**config.mk**
```make
export PLATFORM = sky130hd
export DESIGN_NAME = acr_top
export DESIGN_NICKNAME = d
export VERILOG_FILES = /design/src/rtl/acr_pkg.sv /design/src/rtl/acr_clkdiv.sv /design/src/rtl/acr_seq.sv /design/src/rtl/acr_top.sv
export SDC_FILE = /design/constraint.sdc
export NUM_CORES = 1
export LEC_CHECK = 0
export ABC_AREA = 0
export BUFFER_PORTS_ARGS = -buffer_cell sky130_fd_sc_hd__buf_2
export CAP_MARGIN = 20
export CORE_AREA = 10 10 108 110
export CTS_CLUSTER_DIAMETER = 100
export DETAILED_ROUTE_END_ITERATION = 10
export DIE_AREA = 0 0 118 120
export SLEW_MARGIN = 30
export SYNTH_ARGS = -nofsm -noshare
export SYNTH_HDL_FRONTEND = slang
export SYNTH_SLANG_ARGS = --single-unit
```
**constraint.sdc**
```tcl
create_clock -name clk_i -period 3.05 [get_ports clk_i]
set_clock_uncertainty 0.05 [all_clocks]
set_input_delay 0.61 -clock clk_i [delete_from_list [all_inputs] [get_ports clk_i]]
set_output_delay 0.61 -clock clk_i [all_outputs]
set_load 0.005 [all_outputs]
```
**src/rtl/acr_pkg.sv**
```systemverilog
package acr_pkg;

  // bus geometry
  localparam int ACR_DW = 8;
  localparam int ACR_AW = 3;
  localparam int ACR_RES_W = 12;
  localparam int ACR_NUM_CH = 8;

  // register offsets
  localparam logic [ACR_AW-1:0] ACR_OFS_RES_HIGH = 3'h0;
  localparam logic [ACR_AW-1:0] ACR_OFS_RES_LOW = 3'h1;
  localparam logic [ACR_AW-1:0] ACR_OFS_CTRL_MAIN = 3'h2;
  localparam logic [ACR_AW-1:0] ACR_OFS_CTRL_SRC = 3'h3;
  localparam logic [ACR_AW-1:0] ACR_OFS_IRQ_STAT = 3'h4;
  localparam logic [ACR_AW-1:0] ACR_OFS_IRQ_MASK = 3'h5;

  // reset values
  localparam logic [ACR_DW-1:0] ACR_RST_BYTE = 8'h00;
  localparam logic [ACR_RES_W-1:0] ACR_RST_RES = 12'h000;

  // main control field positions
  localparam int ACR_BIT_START = 7;
  localparam int ACR_BIT_BUSY = 6;
  localparam int ACR_BIT_EN = 5;
  localparam int ACR_BIT_ALIGN = 4;

  // interrupt status bit for end of conversion
  localparam int ACR_IRQ_DONE_BIT = 0;
  localparam logic [ACR_DW-1:0] ACR_IRQ_IMPL = 8'h01;

  // field codes
  localparam logic [2:0] ACR_SRC_BANDGAP = 3'h1;
  localparam logic [2:0] ACR_SRC_GND_FIRST = 3'h2;
  localparam logic [2:0] ACR_SRC_GND_LAST = 3'h4;
  localparam logic [1:0] ACR_REF_AVDD = 2'h1;
  localparam int ACR_CHAN_NONE_BIT = 3;

  // conversion timing in converter clock periods
  localparam int ACR_SAMPLE_PERIODS = 4;
  localparam int ACR_CONVERT_PERIODS = 12;
  localparam int ACR_TOTAL_PERIODS = ACR_SAMPLE_PERIODS + ACR_CONVERT_PERIODS;
  localparam int ACR_DIV_CNT_W = 7;

  // main control register image
  typedef struct packed {
    logic start;
    logic busy;
    logic enable;
    logic align;
    logic [3:0] ext_chan;
  } acr_ctrl_main_t;

  // source and clock register image
  typedef struct packed {
    logic [2:0] src;
    logic [1:0] refsel;
    logic [2:0] div;
  } acr_ctrl_src_t;

  // analog switch controls toward the converter core
  typedef struct packed {
    logic [ACR_NUM_CH-1:0] ext_connect;
    logic bandgap_sel;
    logic ground_sel;
    logic ref_avdd_sel;
  } acr_mux_t;

  // sequencer states
  typedef enum logic [1:0] {
    ACR_IDLE,
    ACR_SAMPLE,
    ACR_CONVERT
  } acr_state_t;

endpackage

```
**src/rtl/acr_clkdiv.sv**
```systemverilog
`timescale 1ns/10ps
`default_nettype none
module acr_clkdiv
  import acr_pkg::*;
#(
  parameter int CNT_W = ACR_DIV_CNT_W
) (
  // clock and reset
  input wire logic clk_i,
  input wire logic arst_n_i,
  input wire logic ce_i,
  // control
  input wire logic run_i,
  input wire logic [2:0] div_i,
  // converter clock tick, one system cycle long
  output logic tick_o
);

  logic [CNT_W-1:0] cnt_r; // prescale counter
  logic [CNT_W-1:0] last; // terminal count for the chosen ratio

  // ratio 2**div, so terminal count is that minus one
  always_comb begin
    last = CNT_W'((CNT_W+1)'(1) << div_i) - CNT_W'(1);
  end

  assign tick_o = run_i && (cnt_r == last);

  // counter held at zero while idle so each conversion starts on a full period
  always_ff @(posedge clk_i or negedge arst_n_i) begin
    if (!arst_n_i) begin
      cnt_r <= '0;
    end else if (ce_i) begin
      if (!run_i || tick_o) begin
        cnt_r <= '0;
      end else begin
        cnt_r <= cnt_r + CNT_W'(1);
      end
    end
  end

endmodule
`default_nettype wire

```
**src/rtl/acr_seq.sv**
```systemverilog
`timescale 1ns/10ps
`default_nettype none
module acr_seq
  import acr_pkg::*;
(
  // clock and reset
  input wire logic clk_i,
  input wire logic arst_n_i,
  input wire logic ce_i,
  // control
  input wire logic start_i,
  input wire logic abort_i,
  input wire logic tick_i,
  // status
  output logic active_o,
  output logic sampling_o,
  output logic done_o
);

  acr_state_t state_r; // conversion phase
  logic [3:0] cnt_r; // periods spent in current phase

  assign active_o = (state_r != ACR_IDLE);
  assign sampling_o = (state_r == ACR_SAMPLE);
  // last period of conversion phase ends the job
  assign done_o = !abort_i && tick_i && (state_r == ACR_CONVERT) &&
                  (cnt_r == 4'(ACR_CONVERT_PERIODS - 1));

  // 4 sampling periods, then 12 conversion periods
  always_ff @(posedge clk_i or negedge arst_n_i) begin
    if (!arst_n_i) begin
      state_r <= ACR_IDLE;
      cnt_r <= '0;
    end else if (ce_i) begin
      if (abort_i) begin
        state_r <= ACR_IDLE;
        cnt_r <= '0;
      end else begin
        case (state_r)
          ACR_IDLE: begin
            if (start_i) begin
              state_r <= ACR_SAMPLE;
              cnt_r <= '0;
            end
          end
          ACR_SAMPLE: begin
            if (tick_i) begin
              if (cnt_r == 4'(ACR_SAMPLE_PERIODS - 1)) begin
                state_r <= ACR_CONVERT;
                cnt_r <= '0;
              end else begin
                cnt_r <= cnt_r + 4'h1;
              end
            end
          end
          ACR_CONVERT: begin
            if (done_o) begin
              state_r <= ACR_IDLE;
              cnt_r <= '0;
            end else if (tick_i) begin
              cnt_r <= cnt_r + 4'h1;
            end
          end
          default: begin
            state_r <= ACR_IDLE;
            cnt_r <= '0;
          end
        endcase
      end
    end
  end

endmodule
`default_nettype wire

```
**src/rtl/acr_top.sv**
```systemverilog
// Operation
// result shown left or right aligned
// unused result bits read as zero
// conversion starts after start bit rises, falls
// busy set on start, cleared on completion
// busy flag ignores software writes
// converter runs only while enable set
// disabled converter leaves result registers unchanged
// channel codes 0-7 connect pins, others float
// source field picks external, bandgap or ground
// software parks channel field for internal sources
// reference code 01 picks supply, else pin
// clock divider is two to the code
// sixteen periods: four sample, twelve convert
// completion sets request flag, raises interrupt
// software keeps converter period within range
// analog pin loses digital function and pull-up
// result loaded no later than busy clears
//
// Chosen here: strobed register access and the placing of the registers.
`timescale 1ns/10ps
`default_nettype none
module acr_top
  import acr_pkg::*;
#(
  parameter int NUM_CH = ACR_NUM_CH
) (
  // clock, reset, enable
  input wire logic clk_i,
  input wire logic arst_n_i,
  input wire logic ce_i,
  // register port
  input wire logic [ACR_AW-1:0] addr_i,
  input wire logic [ACR_DW-1:0] wdata_i,
  input wire logic we_i,
  input wire logic re_i,
  output logic [ACR_DW-1:0] rdata_o,
  // interrupt
  output logic irq_o,
  // converter core
  input wire logic [ACR_RES_W-1:0] conv_result_i,
  output logic conv_power_o,
  output logic conv_tick_o,
  output logic conv_sample_o,
  output acr_mux_t mux_o,
  // pin-shared function select, from same-clock logic
  input wire logic [NUM_CH-1:0] pin_analog_i,
  output logic [NUM_CH-1:0] pin_digital_off_o,
  output logic [NUM_CH-1:0] pin_pullup_off_o
);

  // place a result in the 16-bit pair per the alignment bit
  function automatic logic [2*ACR_DW-1:0] align_result(
    input logic [ACR_RES_W-1:0] res,
    input logic right
  );
    logic [2*ACR_DW-1:0] v;
    v = '0;
    if (right) begin
      v = {4'h0, res};
    end else begin
      v = {res, 4'h0};
    end
    return v;
  endfunction

  // true when a source code ties the converter input to ground
  function automatic logic is_ground_src(input logic [2:0] src);
    return (src >= ACR_SRC_GND_FIRST) && (src <= ACR_SRC_GND_LAST);
  endfunction

  // true when a channel code connects external input idx
  function automatic logic chan_hit(input logic [3:0] code, input int idx);
    return !code[ACR_CHAN_NONE_BIT] && (code[ACR_CHAN_NONE_BIT-1:0] == 3'(idx));
  endfunction

  // register state
  acr_ctrl_main_t main_r; // start, busy, enable, align, channel
  acr_ctrl_src_t src_r; // source, reference, divider
  logic [ACR_RES_W-1:0] result_r; // last finished conversion
  logic [ACR_DW-1:0] irq_stat_r; // sticky events
  logic [ACR_DW-1:0] irq_mask_r; // one enables the event
  logic [ACR_DW-1:0] rdata_r; // read data, one cycle after strobe
  logic [NUM_CH-1:0] ext_connect_r; // one pin switch per channel
  logic bandgap_sel_r; // bandgap routed to converter input
  logic ground_sel_r; // converter input tied to ground
  logic ref_avdd_sel_r; // supply used as reference
  acr_mux_t mux_bus; // switch controls gathered for the core
  logic [NUM_CH-1:0] pin_digital_off_r; // pin function removal
  logic [NUM_CH-1:0] pin_pullup_off_r; // pull-up removal

  // decoded strobes
  logic wr_main;
  logic wr_src;
  logic wr_irq_stat;
  logic wr_irq_mask;
  logic start_req; // start bit fell after being high
  logic seq_active;
  logic seq_done;
  logic div_tick;
  logic [2*ACR_DW-1:0] res_pair;

  // write address decode
  always_comb begin
    wr_main = 1'b0;
    wr_src = 1'b0;
    wr_irq_stat = 1'b0;
    wr_irq_mask = 1'b0;
    if (we_i && addr_i == ACR_OFS_CTRL_MAIN) begin
      wr_main = 1'b1;
    end else if (we_i && addr_i == ACR_OFS_CTRL_SRC) begin
      wr_src = 1'b1;
    end else if (we_i && addr_i == ACR_OFS_IRQ_STAT) begin
      wr_irq_stat = 1'b1;
    end else if (we_i && addr_i == ACR_OFS_IRQ_MASK) begin
      wr_irq_mask = 1'b1;
    end
  end

  // a start needs the bit seen high and then written low; a start while
  // busy or disabled is dropped rather than restarting mid-conversion
  assign start_req = wr_main && main_r.start && !wdata_i[ACR_BIT_START] &&
                     main_r.enable && wdata_i[ACR_BIT_EN] && !main_r.busy;

  // main control: software fields plus hardware busy
  always_ff @(posedge clk_i or negedge arst_n_i) begin
    if (!arst_n_i) begin
      main_r <= acr_ctrl_main_t'(ACR_RST_BYTE);
    end else if (ce_i) begin
      if (wr_main) begin
        main_r.start <= wdata_i[ACR_BIT_START];
        main_r.enable <= wdata_i[ACR_BIT_EN];
        main_r.align <= wdata_i[ACR_BIT_ALIGN];
        main_r.ext_chan <= wdata_i[ACR_CHAN_NONE_BIT:0];
      end
      // busy never taken from write data
      if (start_req) begin
        main_r.busy <= 1'b1;
      end else if (seq_done || !main_r.enable) begin
        main_r.busy <= 1'b0;
      end
    end
  end

  // source, reference and divider settings
  always_ff @(posedge clk_i or negedge arst_n_i) begin
    if (!arst_n_i) begin
      src_r <= acr_ctrl_src_t'(ACR_RST_BYTE);
    end else if (ce_i) begin
      if (wr_src) begin
        src_r <= acr_ctrl_src_t'(wdata_i);
      end
    end
  end

  // converter clock from system clock
  // a cleared enable stops the ticks at once, in the same cycle that the abort reaches the sequencer
  acr_clkdiv u_clkdiv (
    .clk_i(clk_i),
    .arst_n_i(arst_n_i),
    .ce_i(ce_i),
    .run_i(seq_active && main_r.enable),
    .div_i(src_r.div),
    .tick_o(div_tick)
  );

  // sample and convert sequencing; disabling aborts a conversion
  acr_seq u_seq (
    .clk_i(clk_i),
    .arst_n_i(arst_n_i),
    .ce_i(ce_i),
    .start_i(start_req),
    .abort_i(!main_r.enable),
    .tick_i(div_tick),
    .active_o(seq_active),
    .sampling_o(conv_sample_o),
    .done_o(seq_done)
  );

  // result captured in the same edge that drops busy, so a read after
  // busy falls already sees the new value
  always_ff @(posedge clk_i or negedge arst_n_i) begin
    if (!arst_n_i) begin
      result_r <= ACR_RST_RES;
    end else if (ce_i) begin
      if (seq_done && main_r.enable) begin
        result_r <= conv_result_i;
      end
    end
  end

  // sticky events, write one to clear, a new event beats the clear
  always_ff @(posedge clk_i or negedge arst_n_i) begin
    if (!arst_n_i) begin
      irq_stat_r <= ACR_RST_BYTE;
    end else if (ce_i) begin
      for (int i = 0; i < ACR_DW; i++) begin
        if (i == ACR_IRQ_DONE_BIT && seq_done) begin
          irq_stat_r[i] <= 1'b1;
        end else if (wr_irq_stat && wdata_i[i]) begin
          irq_stat_r[i] <= 1'b0;
        end
      end
    end
  end

  // interrupt mask, only implemented bits kept
  always_ff @(posedge clk_i or negedge arst_n_i) begin
    if (!arst_n_i) begin
      irq_mask_r <= ACR_RST_BYTE;
    end else if (ce_i) begin
      if (wr_irq_mask) begin
        irq_mask_r <= wdata_i & ACR_IRQ_IMPL;
      end
    end
  end

  // level interrupt while any unmasked event stands
  assign irq_o = |(irq_stat_r & irq_mask_r);

  // readback pair formed from the held result
  assign res_pair = align_result(result_r, main_r.align);

  // read data registered; unmapped offsets read zero
  always_ff @(posedge clk_i or negedge arst_n_i) begin
    if (!arst_n_i) begin
      rdata_r <= ACR_RST_BYTE;
    end else if (ce_i) begin
      if (!re_i) begin
        rdata_r <= ACR_RST_BYTE;
      end else if (addr_i == ACR_OFS_RES_HIGH) begin
        rdata_r <= res_pair[2*ACR_DW-1:ACR_DW];
      end else if (addr_i == ACR_OFS_RES_LOW) begin
        rdata_r <= res_pair[ACR_DW-1:0];
      end else if (addr_i == ACR_OFS_CTRL_MAIN) begin
        rdata_r <= main_r;
      end else if (addr_i == ACR_OFS_CTRL_SRC) begin
        rdata_r <= src_r;
      end else if (addr_i == ACR_OFS_IRQ_STAT) begin
        rdata_r <= irq_stat_r;
      end else if (addr_i == ACR_OFS_IRQ_MASK) begin
        rdata_r <= irq_mask_r;
      end else begin
        rdata_r <= ACR_RST_BYTE;
      end
    end
  end

  assign rdata_o = rdata_r;

  // analog source switches; the channel and source decode are independent,
  // so a wrong channel with an internal source still connects the pin
  always_ff @(posedge clk_i or negedge arst_n_i) begin
    if (!arst_n_i) begin
      bandgap_sel_r <= 1'h0;
      ground_sel_r <= 1'h0;
      ref_avdd_sel_r <= 1'h0;
    end else if (ce_i) begin
      bandgap_sel_r <= main_r.enable && (src_r.src == ACR_SRC_BANDGAP);
      ground_sel_r <= main_r.enable && is_ground_src(src_r.src);
      ref_avdd_sel_r <= (src_r.refsel == ACR_REF_AVDD);
    end
  end

  // one switch flop per external channel; codes with the top bit set
  // match no channel and leave every pin floating
  for (genvar g = 0; g < NUM_CH; g++) begin : g_chan
    always_ff @(posedge clk_i or negedge arst_n_i) begin
      if (!arst_n_i) begin
        ext_connect_r[g] <= 1'h0;
      end else if (ce_i) begin
        ext_connect_r[g] <= main_r.enable && chan_hit(main_r.ext_chan, g);
      end
    end
  end

  // switch controls gathered into the carrier toward the core
  always_comb begin
    mux_bus = '0;
    mux_bus.ext_connect = ext_connect_r;
    mux_bus.bandgap_sel = bandgap_sel_r;
    mux_bus.ground_sel = ground_sel_r;
    mux_bus.ref_avdd_sel = ref_avdd_sel_r;
  end

  assign mux_o = mux_bus;

  // analog pins give up digital use and pull-up
  always_ff @(posedge clk_i or negedge arst_n_i) begin
    if (!arst_n_i) begin
      pin_digital_off_r <= '0;
      pin_pullup_off_r <= '0;
    end else if (ce_i) begin
      pin_digital_off_r <= pin_analog_i;
      pin_pullup_off_r <= pin_analog_i;
    end
  end

  assign pin_digital_off_o = pin_digital_off_r;
  assign pin_pullup_off_o = pin_pullup_off_r;

  // core powered only while enabled; ticks only during a conversion
  assign conv_power_o = main_r.enable;
  assign conv_tick_o = div_tick;

endmodule
`default_nettype wire

```
==> flow_summary.ini, run 1 <==
[synthesis]
netlist_instances = 351
synth_warnings = 0
ys_seq_area_share_pct = 47.01
synth_ff_type = dfrtp_1
synth_edf_count = 0
synth-async-reset-ratio_pct = 100.0
ys_types = 60
syn_nets = 393
syn_area_um2 = 3726
synth.avg_cell_area_um2 = 10.62
ys_ff_latch = 70

[power_and_ir_drop]
pwr-share-comb_pct = 20.3
power.total_w = 0.002467
internal-power_w = 0.001713
power.leakage_nw = 1.992
net-switching-power_w = 0.0007535
powerDensity_nw_per_um2 = 566.4
p_clk_share_pct = 33.9
ir_worst_vdd_mv = 0.2475
power_frac_seq_pct = 45.8
p_sw_share_pct = 30.55

[clocking]
hold_buffers = 0
htree_levels = 3
postCtsSetupRepairBufs = 0
cts_tree = yes
clock_sinks = 70
post_cts_resized = 0
cts_buffer_depth = 2
cts_root_buffer = clkbuf_8
clock_latency_ps = 340
clk_pin_slew_worst_paths_ps = 80
numCtsBuffers = 9

[global_routing]
first_global_vias = 2951
grt_first_pass_wirelength_um = 15080
gr-total-overflow = 0
grt_max_degree = 47
antenna_found_initial = 0
grt_use_total_pct = 12.78

[die]
ios = 75
die_w_um = 118
core_area_um2 = 9549
rows = 36
die_area_um2 = 14160
start_util_pct = 39.02
fp.dieH_um = 120

[critical_path]
cpPeakStageDelay_ps = 510
rr_worst_depth = 7
crit_path_max_fanout = 10
cp_slowest_cell = dfrtp_1
r2r_end = result_r[0]
start_kind = flop
regToRegSetupSlack_ps = 360
worstPathRequired_ps = 2390
arrival_ps = 2080
timing.critical_path.buf_inv = 1
path_depth = 5
critPathTopFamily = simple AND/OR/NAND/NOR gates
path_cells = nor2_1 > or4b_1 > a32o_2 > nor3_1 > buf_2
critPathLaunch = src_r[1]
reg2reg_from = src_r[1]
worstSetupPathType = flop to output pin
end_kind = output pin
crit_path_end = conv_tick_o

[sta]
max_freq_mhz = 364.3
min_period_ps = 2745
setup_slack_ps = 305.1
worst_slew_pin_slew_ps = 779.3
setup_viol = 0
rsz0062_at_grt = false
finalHoldViolations = 0
slew_headroom_pct = 48.05
fin_tns_setup_ps = 0
min_period_over_period_pct = 90.00
hold_ws_ps = 286.9
final_max_slew_viol_count = 0

[drt]
wl_um = 8979
vias = 2857
first_pass_iters = 4
drc = 0
vias_per_cell = 5.195
routedWlPerCell_um = 16.33
antenna_left = 0
first_iter_violations = 157

[placed_design]
portBuffers = 74
placed_cell_area_um2 = 4135
dpl_worst_slack_ps = 384.7
hpwl_um = 6688
globalplace.congestion = 0.8776

[layout]
syn2layout_area_growth_pct = 16.89
fin_nets = 454
fillCellCount = 955
layout_common_cells = buf_2, dfrtp_1, mux2_2, nand2_1, inv_1
final_common_cell = buf_2
drive_gt1_share_pct = 33.33
final_area_um2 = 4355
antennaDiodeCount = 0

[flow_run]
maxCapViolations = 0

[worst_hold_path]
hp-class = primary input to async pin

[status]
status = finished, final reports clean
-- worst register-to-register path, cell delays in order, from the launching register on --
cell,delay (ps)
dfrtp_1,510
nor2_1,90
or4b_1,470
a32o_2,350
nor4_4,250
and4_1,230
buf_4,260
mux2_2,380
-- state kept, by name (all words and copies together), names as in the netlist --
name              flops
bandgap_sel_r         1
conv_power_o          1
ground_sel_r          1
irq_mask_r            1
irq_stat_r            1
main_r                7
mux_o                 8
pin_pullup_off_o      8
rdata_o               8
ref_avdd_sel_r        1
result_r             12
src_r                 8
u_clkdiv.cnt_r        7
u_seq.cnt_r           4
u_seq.state_r         2
-- cells by family after synthesis --
family                   count (synthesis)  synth area share (%)
AO/OA/AOI/OAI                           76                 14.24
XOR/XNOR                                 5                 1.176
adder cells (fa/ha/maj)                  6                 2.015
buffers and inverters                   53                 7.186
flip-flops                              70                 47.01
multiplexers                            46                 14.61
AND/OR/NAND/NOR                         95                 13.77
-- per-stage QoR --
stage / utilization (%) / cells
after floorplan: - / 351
after global placement: 43.30 / 534
after detailed placement: 43.30 / 534
after CTS: 45.61 / 550
after global routing: 45.61 / 550
final: 45.61 / 550
-- Yosys cell counts, types with 3 or more instances --
library cell	count	area share, %
nand2_1	27	2.7
nor2b_1	6	1.0
a221oi_1	3	0.71
inv_1	24	2.4
nor2_1	21	2.1
a21o_1	3	0.60
a211oi_1	4	0.81
xnor2_1	3	0.71
clkbuf_1	13	1.3
o21ai_0	12	1.6
nor3_1	5	0.67
ha_1	6	2.0
mux2_2	30	9.1
nand3b_1	5	1.0
nand2b_1	6	1.0
mux2_4	9	3.6
o32ai_1	5	1.2
nand4_1	5	0.84
dfrtp_1	70	47
o22ai_1	13	2.2
mux2i_1	6	1.6
a21oi_1	11	1.5
buf_4	12	2.4
a22oi_1	3	0.60
-- how the worst min path moves through the flow --
stage | from | endpoint | depth (start not counted)
global placement | irq_stat_r[0] | irq_stat_r[0] | 1
detailed placement | irq_stat_r[0] | irq_stat_r[0] | 1
floorplan | arst_n_i | bandgap_sel_r | 0
global route | arst_n_i | mux_o[6] | 1
finish | arst_n_i | mux_o[6] | 1
CTS | arst_n_i | mux_o[6] | 1
-- final cells by class --
| class | count | area (um2) | area share (%) |
|---|---|---|---|
| tap | 133 | 166.4 | 3.821 |
| timing repair buffer | 79 | 420.4 | 9.652 |
| clock buffer | 9 | 123.9 | 2.844 |
| sequential | 70 | 1752 | 40.22 |
| clock inverter | 7 | 96.34 | 2.212 |
| multi-input combinational | 228 | 1707 | 39.18 |
| inverter | 24 | 90.09 | 2.068 |
-- routing by layer --
layer / wire length, um / GRT usage (%) / share of wire [%] / vias up
met5: 0 / 0 / 0 / -
met4: 118 / 4.096 / 1.3 / 0
met3: 537 / 3.751 / 6.0 / 10
met2: 4097 / 19.23 / 46 / 81
met1: 4225 / 17.26 / 47 / 1394
li1: - / - / - / 1372
-- power groups by stage --
stage | clock [W] | sequential [W] | combinational (W)
final | 0.000836 | 0.00113 | 0.000501
after floorplan | 0 | 0.00110 | 0.000379
after CTS | 0.000859 | 0.00113 | 0.000508
after detailed placement | 0 | 0.00115 | 0.000505
after global placement | 0 | 0.00114 | 0.000499
after global routing | 0.000903 | 0.00115 | 0.000566
Note: power is estimated with default switching activity, not from simulation.
==> run 2, diff against run 1 <==
REMOVE_ABC_BUFFERS = 1   (was unset)
==> run 2 against run 1 <==
Compared with the run above: sequential power about the same; critical path depth decreased by 1; setup slack got worse by 60 ps; global-route usage decreased by 0.27 points; cell count unchanged; maximum frequency decreased by 2.1%; design area down 1.4%; worst hold slack worse by 81 ps.
==> flow_summary.ini, run 2 (synthesis results as in run 1) <==
[power_and_ir_drop]
power.leakage_nw = 1.962
p_clk_share_pct = 28.9
power_frac_seq_pct = 49.3
internal-power_w = 0.001564
powerDensity_nw_per_um2 = 531.2
p_sw_share_pct = 31.49
net-switching-power_w = 0.0007186
pwr-share-comb_pct = 21.7
ir_worst_vdd_mv = 0.2541

[drt]
routedWlPerCell_um = 16.21
antenna_left = 0
drc = 0
vias = 2815
vias_per_cell = 5.118
first_iter_violations = 160
first_pass_iters = 4
wl_um = 8913

[critical_path]
arrival_ps = 2140
worstPathRequired_ps = 2390
cpPeakStageDelay_ps = 560
r2r_end = result_r[0]
critPathLaunch = src_r[2]
worstSetupPathType = flop to output pin
cp_slowest_cell = or4b_1
path_cells = or4b_1 > a32o_2 > nor3_1 > buf_2
end_kind = output pin
rr_worst_depth = 6
timing.critical_path.buf_inv = 1
reg2reg_from = src_r[2]
crit_path_max_fanout = 11
regToRegSetupSlack_ps = 400
start_kind = flop
critPathTopFamily = simple AND/OR/NAND/NOR gates

[placed_design]
portBuffers = 74
hpwl_um = 6538
globalplace.congestion = 0.8268
placed_cell_area_um2 = 4125

[clocking]
clk_pin_slew_worst_paths_ps = 70
post_cts_resized = 0
clock_sinks = 70
cts_root_buffer = clkbuf_8
cts_buffer_depth = 2
postCtsSetupRepairBufs = 0
htree_levels = 3
cts_tree = yes
hold_buffers = 0
clock_latency_ps = 340
numCtsBuffers = 9

[sta]
min_period_over_period_pct = 91.95
fin_tns_setup_ps = 0
slew_headroom_pct = 56.65
final_max_slew_viol_count = 0
worst_slew_pin_slew_ps = 650.3
rsz0062_at_grt = false
min_period_ps = 2805
max_freq_mhz = 356.6
finalHoldViolations = 0
setup_viol = 0

[global_routing]
gr-total-overflow = 0
grt_first_pass_wirelength_um = 14790
grt_use_total_pct = 12.51
grt_max_degree = 71
antenna_found_initial = 0
first_global_vias = 2911

[die]
rows = 36
core_area_um2 = 9549
ios = 75
die_w_um = 118
die_area_um2 = 14160
start_util_pct = 39.02
fp.dieH_um = 120

[layout]
final_area_um2 = 4297
layout_common_cells = buf_2, dfrtp_1, mux2_2, nand2_1, inv_1
drive_gt1_share_pct = 32.85
antennaDiodeCount = 0
syn2layout_area_growth_pct = 15.31
regArea_um2 = 1752
fillCellCount = 959
multi_input_area_um2 = 1707
fin_nets = 454
largest_register_ffs = 12
final_common_cell = buf_2
regMostFlops = result_r
post-route-util_pct = 44.99

[worst_hold_path]
hp-class = primary input to async pin

[status]
status = finished, final reports clean

[flow_run]
maxCapViolations = 0
==> run 2: power groups by stage <==
stage	Clock (W)	Combinational, W	Sequential [W]
5_1_grt	0.000727	0.000557	0.00114
3_5_place_dp	0	0.000499	0.00114
6_report	0.000660	0.000496	0.00113
2_1_floorplan	0	0.000299	0.00113
3_3_place_gp	0	0.000495	0.00113
4_1_cts	0.000688	0.000502	0.00113
==> run 2: cell type report <==
class / count / share of cell area (%)
Timing Repair Buffer: 79 / 9.639
Clock buffer: 12 / 3.378
Sequential cell: 70 / 40.77
Multi-Input combinational cell: 228 / 39.72
Inverter: 24 / 2.097
Clock inverter: 4 / 0.5242
Tap cell: 133 / 3.873
==> run 2: routing by layer <==
layer / track usage (%) / wire, um / part of all wire (%) / vias up
li1: - / - / - / 1371
met4: 4.328 / 94 / 1.1 / 0
met2: 19.51 / 4166 / 47 / 72
met1: 16.18 / 4176 / 47 / 1365
met5: 0 / 0 / 0 / -
met3: 3.751 / 476 / 5.3 / 7
==> run 2: worst reg2reg max path, stage by stage, from the launching register on <==
cell and delay, ps:
dfrtp_1 500, or4b_1 560, a32o_2 350, nor4_4 250
and4_1 220, buf_4 250, mux2_2 370
==> run 2: how the worst max path moves through the flow <==
| stage | to | slack (ps) | depth (start not counted) |
|---|---|---|---|
| 2_1_floorplan | result_r[0] | 350 | 5 |
| 3_3_place_gp | result_r[0] | 430 | 6 |
| 3_5_place_dp | result_r[0] | 400 | 7 |
| 4_1_cts | conv_tick_o | 240 | 5 |
| 5_1_grt | conv_tick_o | 120 | 5 |
| 6_report | conv_tick_o | 250 | 4 |
==> run 2: metrics by stage <==
stage	setup slack [ps]	total power (W)	std cells	hold slack, ps
finish	245.4	0.002282	550	205.9
global route	119.7	0.002428	550	267.5
CTS	238.1	0.002315	550	373.8
detailed placement	398.3	0.001641	534	435.8
global placement	430.3	0.001630	534	435.6
floorplan	349.1	0.001430	322	264.4
